===== src/logic/qpc_pkg.sv =====
package qpc_pkg;

    localparam int unsigned COUNT_W        = 16;
    localparam int unsigned BYTE_W         = 8;
    localparam int unsigned FILTER_SAMPLES = 3;
    localparam int unsigned SYNC_STAGES    = 2;
    localparam int unsigned CLK_PERIOD_NS  = 25;
    localparam int unsigned MAX_LATENCY    = 7;

    localparam logic [15:0] COUNT_RESET    = 16'h0000;
    localparam logic [15:0] LATCH_RESET    = 16'h0000;
    localparam logic [15:0] COUNT_MAX      = 16'hFFFF;
    localparam int unsigned LOW_BYTE_LSB   = 0;
    localparam int unsigned HIGH_BYTE_LSB  = 8;

    typedef struct packed {
        logic a;
        logic b;
    } quad_t;

    typedef struct packed {
        logic read_enable_n;
        logic byte_select;
    } bus_ctl_t;

    typedef enum logic [1:0] {
        INH_IDLE    = 2'h0,
        INH_HOLD    = 2'h1,
        INH_RELEASE = 2'h3
    } inhibit_state_t;

endpackage : qpc_pkg


===== src/logic/phase_filter.sv =====
`timescale 1ns/10ps
module phase_filter #(
    parameter int unsigned SAMPLES = qpc_pkg::FILTER_SAMPLES
) (
    input  wire logic i_ref_clk,
    input  wire logic i_reset_n,
    input  wire logic i_raw,
    output logic      o_level
);

    logic               sync1_reg;
    logic               sync1_next;
    logic               sync2_reg;
    logic               sync2_next;
    logic [SAMPLES-1:0] hist_reg;
    logic [SAMPLES-1:0] hist_next;
    logic               level_reg;
    logic               level_next;

    if (SAMPLES < 2) begin : g_bad_samples
        $error("phase_filter: SAMPLES must be at least 2");
    end

    always_comb begin
        sync1_next = i_raw;
        sync2_next = sync1_reg;
        hist_next  = {hist_reg[SAMPLES-2:0], sync2_reg};
        level_next = level_reg;
        // level moves only once every stored sample agrees
        if (&hist_reg) begin
            level_next = 1'b1;
        end else if (~|hist_reg) begin
            level_next = 1'b0;
        end
        if (!i_reset_n) begin
            sync1_next = 1'b0;
            sync2_next = 1'b0;
            hist_next  = '0;
            level_next = 1'b0;
        end
    end

    always_ff @(posedge i_ref_clk) begin
        sync1_reg <= sync1_next;
        sync2_reg <= sync2_next;
        hist_reg  <= hist_next;
        level_reg <= level_next;
    end

    assign o_level = level_reg;

    property p_filter_qual;
        @(posedge i_ref_clk) disable iff (!i_reset_n)
        $changed(level_reg) |-> $past(hist_reg) == {SAMPLES{level_reg}};
    endproperty
    a_filter_qual: assert property (p_filter_qual)
        else $error("filtered level changed without stable samples");

endmodule : phase_filter


===== src/logic/read_inhibit.sv =====
`timescale 1ns/10ps
module read_inhibit (
    input  wire logic             i_ref_clk,
    input  wire logic             i_reset_n,
    input  wire logic             i_counter_clear_n,
    input  wire qpc_pkg::bus_ctl_t i_bus,
    output logic                  o_inhibit,
    output logic                  o_release_armed
);

    qpc_pkg::inhibit_state_t state_reg;
    qpc_pkg::inhibit_state_t state_next;

    always_comb begin
        state_next = state_reg;
        case (state_reg)
            qpc_pkg::INH_IDLE: begin
                // select held high means byte mode: no inhibit at all
                if (!i_bus.read_enable_n && !i_bus.byte_select) begin
                    state_next = qpc_pkg::INH_HOLD;
                end
            end
            qpc_pkg::INH_HOLD: begin
                if (!i_bus.read_enable_n && i_bus.byte_select) begin
                    state_next = qpc_pkg::INH_RELEASE;
                end
            end
            qpc_pkg::INH_RELEASE: begin
                if (i_bus.read_enable_n) begin
                    state_next = qpc_pkg::INH_IDLE;
                end else if (!i_bus.byte_select) begin
                    state_next = qpc_pkg::INH_HOLD;
                end
            end
            default: state_next = qpc_pkg::INH_IDLE;
        endcase
        if (!i_reset_n) begin
            state_next = qpc_pkg::INH_IDLE;
        end
    end

    // sampled on the falling edge so host strobes settle after the rise
    always_ff @(negedge i_ref_clk or negedge i_counter_clear_n) begin
        if (!i_counter_clear_n) begin
            state_reg <= qpc_pkg::INH_IDLE;
        end else begin
            state_reg <= state_next;
        end
    end

    assign o_inhibit       = (state_reg != qpc_pkg::INH_IDLE);
    assign o_release_armed = (state_reg == qpc_pkg::INH_RELEASE);

    property p_inh_set;
        @(negedge i_ref_clk) disable iff (!i_reset_n || !i_counter_clear_n)
        (!i_bus.read_enable_n && !i_bus.byte_select) |=> o_inhibit;
    endproperty
    a_inh_set: assert property (p_inh_set)
        else $error("inhibit not set by high byte read");

    property p_inh_arm;
        @(negedge i_ref_clk) disable iff (!i_reset_n || !i_counter_clear_n)
        (o_inhibit && !i_bus.read_enable_n && i_bus.byte_select)
            |=> o_inhibit && o_release_armed;
    endproperty
    a_inh_arm: assert property (p_inh_arm)
        else $error("low byte read did not arm release");

    property p_inh_release;
        @(negedge i_ref_clk) disable iff (!i_reset_n || !i_counter_clear_n)
        (o_release_armed && i_bus.read_enable_n) |=> !o_inhibit;
    endproperty
    a_inh_release: assert property (p_inh_release)
        else $error("inhibit not released after read");

endmodule : read_inhibit


===== src/logic/quadrature_position_counter_readout.sv =====
`timescale 1ns/10ps
// Operation
// - qualified input change reaches the counter within eight clocks
// - 16-bit up/down counter updates on rising clock edges, except the asynchronous counter clear
// - one count per valid transition; A leading counts up, B down
// - filtered level changes after three equal consecutive samples
// - counter wraps modulo 65536, never saturates
// - counter clear input resets the position counter to zero
// - latch loads counter every rising edge unless inhibited
// - counter clear zeroes the latch asynchronously
// - inhibit samples enable and select on falling edges only
// - counter clear forces inhibit inactive asynchronously
// - select and enable low at falling edge set inhibit, high byte
// - select high, enable low: low byte, release armed, inhibit held
// - enable high after arming drops inhibit at falling edge
// - 16-to-8 mux drives latch bytes onto three-state bus
// - enable low: select low high byte, select high low byte
// - half-cycle decoded-count pulse in the counter update cycle
// - direction valid a cycle before pulse rise; inhibit-independent
// - half-cycle carry/borrow pulse on overflow or underflow
module quadrature_position_counter_readout (
    input  wire logic                  i_ref_clk,
    input  wire logic                  i_reset_n,
    input  wire logic                  i_counter_clear_n,
    input  wire logic                  i_encoder_phase_a,
    input  wire logic                  i_encoder_phase_b,
    input  wire logic                  i_read_enable_n,
    input  wire logic                  i_byte_select,
    output logic [qpc_pkg::BYTE_W-1:0] o_bus_data,
    output logic                       o_bus_data_oe,
    output logic                       o_decoded_count_pulse,
    output logic                       o_carry_borrow_pulse,
    output logic                       o_up_down
);

    localparam int unsigned CW = qpc_pkg::COUNT_W;
    localparam int unsigned BW = qpc_pkg::BYTE_W;

    qpc_pkg::quad_t    filt;
    qpc_pkg::bus_ctl_t bus_ctl;
    logic              inhibit;
    logic              release_armed;

    // decoder stage
    qpc_pkg::quad_t    prev_reg;
    qpc_pkg::quad_t    prev_next;
    logic              cnt_pend_reg;
    logic              cnt_pend_next;
    logic              dir_reg;
    logic              dir_next;
    logic              step;
    logic              up;

    // counter stage, cleared asynchronously
    logic [CW-1:0]     count_reg;
    logic [CW-1:0]     count_next;
    logic [CW-1:0]     latch_reg;
    logic [CW-1:0]     latch_next;
    logic              dec_tgl_reg;
    logic              dec_tgl_next;
    logic              cas_tgl_reg;
    logic              cas_tgl_next;
    logic              wrap;

    // falling-edge followers that end each pulse half a cycle later
    logic              dec_fall_reg;
    logic              dec_fall_next;
    logic              cas_fall_reg;
    logic              cas_fall_next;

    phase_filter #(
        .SAMPLES (qpc_pkg::FILTER_SAMPLES)
    ) u_filter_a (
        .i_ref_clk (i_ref_clk),
        .i_reset_n (i_reset_n),
        .i_raw     (i_encoder_phase_a),
        .o_level   (filt.a)
    );

    phase_filter #(
        .SAMPLES (qpc_pkg::FILTER_SAMPLES)
    ) u_filter_b (
        .i_ref_clk (i_ref_clk),
        .i_reset_n (i_reset_n),
        .i_raw     (i_encoder_phase_b),
        .o_level   (filt.b)
    );

    // host strobes are on this clock already, so no synchroniser
    assign bus_ctl.read_enable_n = i_read_enable_n;
    assign bus_ctl.byte_select   = i_byte_select;

    read_inhibit u_inhibit (
        .i_ref_clk         (i_ref_clk),
        .i_reset_n         (i_reset_n),
        .i_counter_clear_n (i_counter_clear_n),
        .i_bus             (bus_ctl),
        .o_inhibit         (inhibit),
        .o_release_armed   (release_armed)
    );

    always_comb begin
        step = (filt.a ^ prev_reg.a) ^ (filt.b ^ prev_reg.b);
        // a leading b gives 00-10-11-01, where old a equals new b
        up            = ~(prev_reg.a ^ filt.b);
        prev_next     = filt;
        cnt_pend_next = step;
        dir_next      = step ? up : dir_reg;
        if (!i_reset_n) begin
            prev_next     = '0;
            cnt_pend_next = 1'b0;
            dir_next      = 1'b0;
        end
    end

    always_ff @(posedge i_ref_clk) begin
        prev_reg     <= prev_next;
        cnt_pend_reg <= cnt_pend_next;
        dir_reg      <= dir_next;
    end

    always_comb begin
        count_next = count_reg;
        wrap = cnt_pend_reg && (dir_reg ? (count_reg == qpc_pkg::COUNT_MAX)
                                        : (count_reg == qpc_pkg::COUNT_RESET));
        if (cnt_pend_reg) begin
            // plain 16-bit add and subtract wrap on their own
            count_next = dir_reg ? count_reg + 16'h0001
                                 : count_reg - 16'h0001;
        end
        latch_next   = inhibit ? latch_reg : count_reg;
        dec_tgl_next = dec_tgl_reg ^ cnt_pend_reg;
        cas_tgl_next = cas_tgl_reg ^ wrap;
        if (!i_reset_n) begin
            count_next   = qpc_pkg::COUNT_RESET;
            latch_next   = qpc_pkg::LATCH_RESET;
            dec_tgl_next = 1'b0;
            cas_tgl_next = 1'b0;
        end
    end

    always_ff @(posedge i_ref_clk or negedge i_counter_clear_n) begin
        if (!i_counter_clear_n) begin
            count_reg   <= qpc_pkg::COUNT_RESET;
            latch_reg   <= qpc_pkg::LATCH_RESET;
            dec_tgl_reg <= 1'b0;
            cas_tgl_reg <= 1'b0;
        end else begin
            count_reg   <= count_next;
            latch_reg   <= latch_next;
            dec_tgl_reg <= dec_tgl_next;
            cas_tgl_reg <= cas_tgl_next;
        end
    end

    always_comb begin
        dec_fall_next = dec_tgl_reg;
        cas_fall_next = cas_tgl_reg;
        if (!i_reset_n) begin
            dec_fall_next = 1'b0;
            cas_fall_next = 1'b0;
        end
    end

    always_ff @(negedge i_ref_clk or negedge i_counter_clear_n) begin
        if (!i_counter_clear_n) begin
            dec_fall_reg <= 1'b0;
            cas_fall_reg <= 1'b0;
        end else begin
            dec_fall_reg <= dec_fall_next;
            cas_fall_reg <= cas_fall_next;
        end
    end

    // toggle pairs: only one flop moves per edge, so the xor is clean
    assign o_decoded_count_pulse = dec_tgl_reg ^ dec_fall_reg;
    assign o_carry_borrow_pulse  = cas_tgl_reg ^ cas_fall_reg;
    assign o_up_down             = dir_reg;

    // the bus follows the strobes without a clock, as a plain mux would
    assign o_bus_data_oe = ~i_read_enable_n;
    assign o_bus_data    = i_byte_select
                         ? latch_reg[qpc_pkg::LOW_BYTE_LSB +: BW]
                         : latch_reg[qpc_pkg::HIGH_BYTE_LSB +: BW];

    property p_latency;
        @(posedge i_ref_clk) disable iff (!i_reset_n || !i_counter_clear_n)
        (filt != $past(filt)) && (^(filt ^ $past(filt)))
            |=> cnt_pend_reg ##1 (count_reg != $past(count_reg));
    endproperty
    a_latency: assert property (p_latency)
        else $error("qualified change did not reach the counter in time");

    property p_count_hold;
        @(posedge i_ref_clk) disable iff (!i_reset_n || !i_counter_clear_n)
        !cnt_pend_reg |=> $stable(count_reg);
    endproperty
    a_count_hold: assert property (p_count_hold)
        else $error("counter moved without a decoded count");

    property p_count_up;
        @(posedge i_ref_clk) disable iff (!i_reset_n || !i_counter_clear_n)
        (cnt_pend_reg && dir_reg)
            |=> count_reg == CW'($past(count_reg) + 16'h0001);
    endproperty
    a_count_up: assert property (p_count_up)
        else $error("up count did not increment by one");

    property p_count_down;
        @(posedge i_ref_clk) disable iff (!i_reset_n || !i_counter_clear_n)
        (cnt_pend_reg && !dir_reg)
            |=> count_reg == CW'($past(count_reg) - 16'h0001);
    endproperty
    a_count_down: assert property (p_count_down)
        else $error("down count did not decrement by one");

    property p_wrap;
        @(posedge i_ref_clk) disable iff (!i_reset_n || !i_counter_clear_n)
        (cnt_pend_reg && dir_reg && count_reg == qpc_pkg::COUNT_MAX)
            |=> count_reg == qpc_pkg::COUNT_RESET
                && cas_tgl_reg != $past(cas_tgl_reg);
    endproperty
    a_wrap: assert property (p_wrap)
        else $error("overflow did not wrap with a cascade pulse");

    property p_wrap_down;
        @(posedge i_ref_clk) disable iff (!i_reset_n || !i_counter_clear_n)
        (cnt_pend_reg && !dir_reg && count_reg == qpc_pkg::COUNT_RESET)
            |=> count_reg == qpc_pkg::COUNT_MAX
                && cas_tgl_reg != $past(cas_tgl_reg);
    endproperty
    a_wrap_down: assert property (p_wrap_down)
        else $error("underflow did not wrap with a cascade pulse");

    // a range end passed without a count must leave the cascade quiet
    property p_cas_only_wrap;
        @(posedge i_ref_clk) disable iff (!i_reset_n || !i_counter_clear_n)
        !(cnt_pend_reg && (count_reg == qpc_pkg::COUNT_MAX
                           || count_reg == qpc_pkg::COUNT_RESET))
            |=> $stable(cas_tgl_reg);
    endproperty
    a_cas_only_wrap: assert property (p_cas_only_wrap)
        else $error("cascade pulse without overflow or underflow");

    property p_clear;
        @(posedge i_ref_clk)
        !i_counter_clear_n |-> count_reg == qpc_pkg::COUNT_RESET
                            && latch_reg == qpc_pkg::LATCH_RESET
                            && !inhibit;
    endproperty
    a_clear: assert property (p_clear)
        else $error("counter clear did not zero counter, latch, inhibit");

    property p_latch_load;
        @(posedge i_ref_clk) disable iff (!i_reset_n || !i_counter_clear_n)
        !inhibit |=> latch_reg == $past(count_reg);
    endproperty
    a_latch_load: assert property (p_latch_load)
        else $error("latch failed to capture the counter");

    property p_latch_hold;
        @(posedge i_ref_clk) disable iff (!i_reset_n || !i_counter_clear_n)
        inhibit |=> $stable(latch_reg);
    endproperty
    a_latch_hold: assert property (p_latch_hold)
        else $error("latch changed while inhibited");

    property p_bus_mux;
        @(posedge i_ref_clk) disable iff (!i_reset_n)
        !i_read_enable_n |-> o_bus_data_oe
            && o_bus_data == (i_byte_select ? latch_reg[7:0]
                                            : latch_reg[15:8]);
    endproperty
    a_bus_mux: assert property (p_bus_mux)
        else $error("bus byte does not match select");

    property p_pulse_dir;
        @(posedge i_ref_clk) disable iff (!i_reset_n || !i_counter_clear_n)
        cnt_pend_reg |=> dec_tgl_reg != $past(dec_tgl_reg)
                      && !o_decoded_count_pulse
                      && (o_up_down == $past(o_up_down) || cnt_pend_reg);
    endproperty
    a_pulse_dir: assert property (p_pulse_dir)
        else $error("count pulse or direction wrong around update");

    property p_pulse_ends;
        @(posedge i_ref_clk) disable iff (!i_reset_n || !i_counter_clear_n)
        1'b1 |-> !o_decoded_count_pulse && !o_carry_borrow_pulse;
    endproperty
    a_pulse_ends: assert property (p_pulse_ends)
        else $error("output pulse lasted past the falling edge");

    c_up_count: cover property (@(posedge i_ref_clk)
        cnt_pend_reg && dir_reg);
    c_down_count: cover property (@(posedge i_ref_clk)
        cnt_pend_reg && !dir_reg);
    c_wrap_down: cover property (@(posedge i_ref_clk) wrap && !dir_reg);
    c_wrap_up: cover property (@(posedge i_ref_clk) wrap && dir_reg);
    c_two_byte_read: cover property (@(posedge i_ref_clk)
        release_armed ##[1:20] !inhibit);

endmodule : quadrature_position_counter_readout


===== config.mk =====
export PLATFORM = sky130hd
export DESIGN_NAME = quadrature_position_counter_readout
export DESIGN_NICKNAME = d
export VERILOG_FILES = /design/src/logic/qpc_pkg.sv /design/src/logic/phase_filter.sv /design/src/logic/read_inhibit.sv /design/src/logic/quadrature_position_counter_readout.sv
export SDC_FILE = /design/constraint.sdc
export NUM_CORES = 1
export LEC_CHECK = 0
export BUFFER_PORTS_ARGS = -buffer_cell sky130_fd_sc_hd__buf_2
export CORE_MARGIN = 3
export CORE_UTILIZATION = 55
export CTS_CLUSTER_SIZE = 14
export DETAILED_ROUTE_END_ITERATION = 8
export GPL_TIMING_DRIVEN = 0
export PLACE_DENSITY = 0.8
export SLEW_MARGIN = 5
export SYNTH_ARGS = -nofsm -noshare
export SYNTH_HDL_FRONTEND = slang
export SYNTH_SLANG_ARGS = --single-unit

===== constraint.sdc =====
create_clock -name i_ref_clk -period 3.6 [get_ports i_ref_clk]
set_input_delay 0.72 -clock i_ref_clk [delete_from_list [all_inputs] [get_ports i_ref_clk]]
set_output_delay 0.72 -clock i_ref_clk [all_outputs]
set_load 0.01 [all_outputs]

==> impl_metrics.toml, run 1 <==
[floorplan]
num_rows = 26
floorplan.initialDensity = 0.581
coreArea_mm2 = 0.00520
ios = 19
die_h_um = 80.1
die_w_um = 80.1
die_area_mm2 = 0.00642

[sta]
hold_viol_final = 0
rsz0062_at_grt = "no"
relSlewSlack = 0.443
fin_tns_setup_ps = 0
hold_ws_ps = 442
slew_viol_final = 0
setup_violations = 0
fin_skew_ps = 8.98
worst_pin_slew_ps = 835
setup_slack_ps = 71.9

[power]
ir_drop_uv = 221
powerDensity_mw_per_mm2 = 323
leakagePower_uw = 0.00156

[worst_setup_path]
critical_path_class = "reg2out"
cp-startpoint = "cas_fall_reg"
reg2reg_from = "u_inhibit.state_reg[0]"
required_ps = 2880
critPathArrivalTime_ps = 2810
worst_setup_path_end_kind = "output port"
startpoint_type = "register"
cp_max_fo = 1

[final_layout]
final_cell_area_mm2 = 0.00331
fin_util = 0.636
final_nets = 363
syn2layout_area_growth_pct = 9.56
drive_gt1_frac = 0.120
n_antenna_cell = 0

[route]
wl_per_cell_um = 15.1
drc = 0
dr.pass1.iters = 4
routed_wl_um = 6220
vias_per_cell = 5.79
vias = 2386
drtAntennaViolNets = 0
initialDrtViolationCount = 226

[placement]
placed_area_mm2 = 0.00320
place.gp.congestion = 0.909
preCtsSetupSlack_ps = -85.9
io_buffers = 17
hpwlAfterDp_um = 4550

[synth]
syn_area_mm2 = 0.00302
synth.most_common_cell = "nand2_1"
synth_nets = 339
yosys_warnings = 0
synth_largest_area_cell = "dfrtp_1"
netlist.area_leader.share = 0.281
syn_avg_cell_area_um2 = 9.54
synth-edff-count = 0
synth_ff_type = "dfrtp_1"
synth-async-reset-ratio = 0.704
synth_cell_type_count = 48
netlist_instances = 317
synth.top_cells.by_area = "dfrtp_1, dfxtp_1, nand2_1"
ys_seq_area_frac = 0.421
ys_ff_latch = 54
synthTopCellsByCount = "nand2_1, dfrtp_1, and2_1"

[flow_run]
max_cap_viol_count = 0

[global_route]
grt_usage = 0.207
overflow = 0
grt_pass1_vias = 2274
grt_pass1_wl_um = 10700
antenna_found_initial = 0
grt_max_degree = 39

[cts]
path_clk_slew_ps = 100
cts_buffer_depth = 2
cts_resized = 0
cts_setup_buffers = 0
cts_hold_buf = 0
clk_latency_ps = 310
cts.sinks = 54
cts-root-buf = "clkbuf_8"
cts_buffers = 5
h-tree-depth = 2
cts_tree = "done"

[hold_path]
hold_path.class = "reg2reg"
hp-start = "u_filter_a.sync1_reg"

[run_status]
status = "finished, final reports clean"
[kinds of logic after synthesis]
| logic type | share of synthesized area |
|---|---|
| simple gates | 0.210 |
| compound gates | 0.185 |
| flops | 0.421 |
| buf+inv | 0.0236 |
| xor+xnor | 0.0435 |
| mux | 0.0534 |
| fa+ha+maj | 0.0646 |
[power by group]
| group | switching, uW | leakage [uW] | internal (uW) | total [uW] |
|---|---|---|---|---|
| Sequential | 2.30 | 0.000660 | 608 | 611 |
| Combinational | 36.2 | 0.000839 | 14.8 | 51.0 |
| Clock | 208 | 0.0000600 | 201 | 409 |
[layer usage]
metal,share of wire,up-vias,global-route usage
li1,-,1168,-
met1,0.48,1161,0.284
met2,0.48,51,0.351
met3,0.038,6,0.0303
met4,0.0068,0,0.0355
met5,0,-,0
[final cells by class]
type,instances,area [um2]
buffer,15,56.3
clock buffer,7,108
fill,450,1890
timing repair buffer,17,85.1
clock inverter,1,8.76
sequential,54,1270
multi-input combinational,244,1680
inverter,4,15.0
tap,70,87.6
[stage by stage]
| stage | power [uW] | cells |
|---|---|---|
| after CTS | 1080 | 412 |
| final | 1070 | 412 |
| after detailed placement | 675 | 404 |
| after global placement | 674 | 404 |
| after floorplan | 652 | 317 |
| after global routing | 1100 | 412 |
[cell usage in the layout (no fill, tap or decap), types with 6 or more instances in the layout]
| cell type | Yosys | routed |
|---|---|---|
| nand2_1 | 49 | 49 |
| dfrtp_1 | 34 | 34 |
| and2_1 | 19 | 19 |
| a21boi_0 | 18 | 18 |
| buf_2 | 0 | 17 |
| dfxtp_1 | 16 | 16 |
| a21oi_1 | 14 | 14 |
| ha_1 | 14 | 14 |
| clkbuf_1 | 12 | 12 |
| nor2b_1 | 11 | 11 |
| mux2_2 | 9 | 9 |
| nor2_1 | 9 | 9 |
| nand4_1 | 8 | 8 |
| o21ai_0 | 8 | 8 |
| xnor2_1 | 8 | 8 |
| xor2_1 | 7 | 7 |
| and3_1 | 7 | 7 |
| a21o_1 | 6 | 6 |
| mux2i_1 | 6 | 6 |
| clkbuf_8 | 0 | 6 |
[worst paths after layout]
| kind | endpoint | slack (ps) | cells after the start |
|---|---|---|---|
| worst min-delay path | u_filter_a.sync2_reg | 440 | 1 |
| worst min register to register | u_filter_a.sync2_reg | 440 | 1 |
| worst max register to register | latch_reg[10] | 210 | 5 |
| worst max-delay path | o_carry_borrow_pulse | 70 | 2 |
| max in group asynchronous | dec_fall_reg | 870 | 1 |
| min in group asynchronous | latch_reg[0] | 500 | 1 |
[worst max-delay path, cell delays in order, from the launching register on]
cell and delay (ps):
dfrtn_1 410, xor2_1 140, buf_2 150
(Power assumes the default switching activity.)
==> run 2, diff against run 1 <==
Settings changed: CORE_UTILIZATION 55 to 60, PLACE_DENSITY 0.8 to 0.86.
==> impl_metrics.toml, run 2 (synthesis results as in run 1) <==
[run_status]
status = "finished, final reports clean"

[floorplan]
num_rows = 25
die_h_um = 77.0
ios = 19
coreArea_mm2 = 0.00479
die_w_um = 77.0
die_area_mm2 = 0.00593
floorplan.initialDensity = 0.632

[sta]
worst_pin_slew_ps = 858
setup_violations = 0
relSlewSlack = 0.428
slew_viol_final = 0
rsz0062_at_grt = "no"
hold_ws_ps = 442
fin_skew_ps = 7.07
hold_viol_final = 0

[placement]
place.gp.congestion = 0.880
io_buffers = 17
placed_area_mm2 = 0.00319
hpwlAfterDp_um = 4670

[final_layout]
final_nets = 363
n_antenna_cell = 0
final_cell_area_mm2 = 0.00331
drive_gt1_frac = 0.120
ff_latch_area_mm2 = 0.00127
multiInputGateArea_mm2 = 0.00168
fill_cells = 372
final_cell_mix = "nand2_1, dfrtp_1, and2_1, a21boi_0, buf_2"
syn2layout_area_growth_pct = 9.44
final_common_cell = "nand2_1"

[route]
vias = 2441
initialDrtViolationCount = 168
dr.pass1.iters = 5
vias_per_cell = 5.97
wl_met1_um = 2790
drtAntennaViolNets = 0
wl_per_cell_um = 15.9
wl_met3_um = 344
wl_met2_um = 3230
drc = 0
highest_layer = "met4"
routed_wl_um = 6490

[power]
netSwitchingFraction = 0.234
powerDensity_mw_per_mm2 = 330
seq_power_share = 0.560
leakagePower_uw = 0.00156
p_clk_frac = 0.393
combPwrFrac = 0.047
p_sw_uw = 255
ir_drop_uv = 275
power.internal_uw = 836

[cts]
cts_resized = 0
cts_hold_buf = 0
cts_setup_buffers = 0
cts-root-buf = "clkbuf_8"
clk_latency_ps = 320
cts_buffer_depth = 2
cts_tree = "done"
path_clk_slew_ps = 100
cts_buffers = 5
h-tree-depth = 2
cts.sinks = 54

[hold_path]
hold_path.class = "reg2reg"

[worst_setup_path]
worst_setup_path_end_kind = "output port"
required_ps = 2880
cp_max_fo = 1
startpoint_type = "register"
critical_path_class = "reg2out"
critPathArrivalTime_ps = 2790

[global_route]
grt_max_degree = 39
grt_usage = 0.234
overflow = 0
grt_pass1_vias = 2417
grt_pass1_wl_um = 11200
antenna_found_initial = 0

[flow_run]
max_cap_viol_count = 0
run 2: changes by cell type in the layout (fill, tap and decap cells not counted), sizes merged:
cell and change:
clkbuf -2, bufinv +1, inv +1
run 2: per-stage QoR:
stage / std cells / worst slack, ps / power (uW) / setup TNS (ps) / util
after global placement: 401 / -20.7 / 674 / -20.7 / 0.667
after CTS: 409 / 81.7 / 1090 / 0 / 0.691
after global routing: 409 / 13.0 / 1130 / 0 / 0.691
after floorplan: 317 / 273 / 652 / 0 / -
after detailed placement: 401 / -52.7 / 675 / -57.6 / 0.667
final: 409 / 94.2 / 1090 / 0 / 0.691
run 2: layer usage:
layer / GRT usage / vias up
met2: 0.413 / 75
met3: 0.0446 / 13
met5: 0 / -
met4: 0.0801 / 0
li1: - / 1178
met1: 0.284 / 1175
run 2: worst paths after layout:
path | cells past startpoint | slack (ps) | startpoint | to
setup / recovery | 2 | 90 | cas_fall_reg | o_carry_borrow_pulse
hold / removal | 1 | 440 | u_filter_a.sync1_reg | u_filter_a.sync2_reg
setup reg to reg | 5 | 230 | u_inhibit.state_reg[0] | latch_reg[14]
hold reg to reg | 1 | 440 | u_filter_a.sync1_reg | u_filter_a.sync2_reg
max in group asynchronous | 1 | 860 | i_counter_clear_n | u_inhibit.state_reg[0]
min in group asynchronous | 1 | 500 | i_counter_clear_n | cas_tgl_reg
run 2: area by class of cell:
class | instances | area share
multi-input combinational | 244 | 0.508
tap | 67 | 0.0253
sequential | 54 | 0.384
clock inverter | 3 | 0.0144
buffer | 15 | 0.0170
timing repair buffer | 17 | 0.0257
clock buffer | 5 | 0.0208
inverter | 4 | 0.00454
run 2: power by group through the flow:
| stage | Combinational, uW | Sequential (uW) | Clock (uW) |
|---|---|---|---|
| 4_1_cts | 52.2 | 611 | 428 |
| 3_3_place_gp | 50.8 | 623 | 0 |
| 2_1_floorplan | 29.8 | 623 | 0 |
| 3_5_place_dp | 51.7 | 623 | 0 |
| 5_1_grt | 57.1 | 611 | 457 |
| 6_report | 51.2 | 611 | 429 |
run 2: critical path, cell delays in order, from the launching register on:
cell	delay (ps)
dfrtn_1	410
xor2_1	120
buf_2	140
==> run 3, diff against run 2 <==
--- a/constraint.sdc
+++ b/constraint.sdc
@@ -3,2 +3,2 @@
 set_output_delay 0.72 -clock i_ref_clk [all_outputs]
-set_load 0.01 [all_outputs]
+set_load 0.02 [all_outputs]
==> impl_metrics.toml, run 3 (synthesis results as in run 1) <==
[worst_setup_path]
critical_path_class = "reg2out"
required_ps = 2880
startpoint_type = "register"
worst_setup_path_end_kind = "output port"
critPathArrivalTime_ps = 2820
cp_max_fo = 1

[cts]
cts_resized = 0
cts_buffer_depth = 2
cts.sinks = 54
cts-root-buf = "clkbuf_8"
path_clk_slew_ps = 100
cts_hold_buf = 0
cts_buffers = 5
h-tree-depth = 2
clk_latency_ps = 320
cts_tree = "done"
cts_setup_buffers = 0

[route]
wl_per_cell_um = 15.9
vias = 2412
dr.pass1.iters = 5
routed_wl_um = 6520
initialDrtViolationCount = 239
vias_per_cell = 5.90
drtAntennaViolNets = 0
drc = 0

[sta]
slew_viol_final = 0
worst_pin_slew_ps = 856
fin_tns_setup_ps = 0
hold_viol_final = 0
hold_ws_ps = 442
fin_skew_ps = 7.87
setup_violations = 0
relSlewSlack = 0.429
rsz0062_at_grt = "yes"

[run_status]
status = "finished, final reports clean"

[placement]
placed_area_mm2 = 0.00319
hpwlAfterDp_um = 4670
place.gp.congestion = 0.880
io_buffers = 17

[floorplan]
num_rows = 25
die_area_mm2 = 0.00593
coreArea_mm2 = 0.00479
floorplan.initialDensity = 0.632
ios = 19
die_h_um = 77.0
die_w_um = 77.0

[final_layout]
n_antenna_cell = 0
final_nets = 363
drive_gt1_frac = 0.120
syn2layout_area_growth_pct = 9.52
fin_util = 0.692
final_cell_mix = "nand2_1, dfrtp_1, and2_1, a21boi_0"
final_cell_area_mm2 = 0.00331
final_common_cell = "nand2_1"

[global_route]
overflow = 0
grt_max_degree = 39
grt_pass1_vias = 2417
grt_usage = 0.234
grt_pass1_wl_um = 11200
antenna_found_initial = 0

[power]
powerDensity_mw_per_mm2 = 329
ir_drop_uv = 275
leakagePower_uw = 0.00156

[hold_path]
hold_path.class = "reg2reg"

[flow_run]
max_cap_viol_count = 0
run 3: cell types whose count changed in the layout (fill, tap and decap cells not counted):
cell	delta
buf_4	+1
buf_2	-1
run 3: metal layers:
| metal | vias up | global-route usage | wire, um |
|---|---|---|---|
| met4 | 0 | 0.0801 | 119 |
| li1 | 1173 | - | - |
| met5 | - | 0 | 0 |
| met1 | 1151 | 0.284 | 2730 |
| met2 | 77 | 0.413 | 3300 |
| met3 | 11 | 0.0446 | 372 |
run 3: area by class of cell:
cell class,instances,area [um2]
Inverter,4,15.0
Timing Repair Buffer,17,87.6
Multi-Input combinational cell,244,1680
Sequential cell,54,1270
Clock inverter,3,47.5
Buffer,15,56.3
Tap cell,67,83.8
Fill cell,372,1480
Clock buffer,5,68.8
run 3: path summary, 6_finish.rpt:
| path | to | start | depth (start not counted) | slack, ps |
|---|---|---|---|---|
| setup reg to reg | latch_reg[14] | u_inhibit.state_reg[0] | 5 | 210 |
| hold / removal | u_filter_a.sync2_reg | u_filter_a.sync1_reg | 1 | 440 |
| hold reg to reg | u_filter_a.sync2_reg | u_filter_a.sync1_reg | 1 | 440 |
| setup / recovery | o_decoded_count_pulse | dec_fall_reg | 2 | 60 |
| max in group asynchronous | u_inhibit.state_reg[0] | i_counter_clear_n | 1 | 850 |
| min in group asynchronous | latch_reg[1] | i_counter_clear_n | 1 | 500 |
run 3: power breakdown:
part           switching (uW)  leakage (uW)  internal [uW]
clock network             214     0.0000606            213
registers                2.52      0.000660            608
logic                    36.9      0.000839           14.8
total                     253       0.00156            836
run 3: stage by stage:
stage,power [uW],cells,setup WS [ps]
after detailed placement,675,401,-52.7
after global routing,1130,409,-9.56
after CTS,1090,409,48.2
final,1090,409,63.8
after floorplan,653,317,273
after global placement,674,401,-20.7
run 3: worst max-delay path: stages (launching register included):
cell     delay, ps
dfrtn_1        410
xor2_1         120
buf_2          170
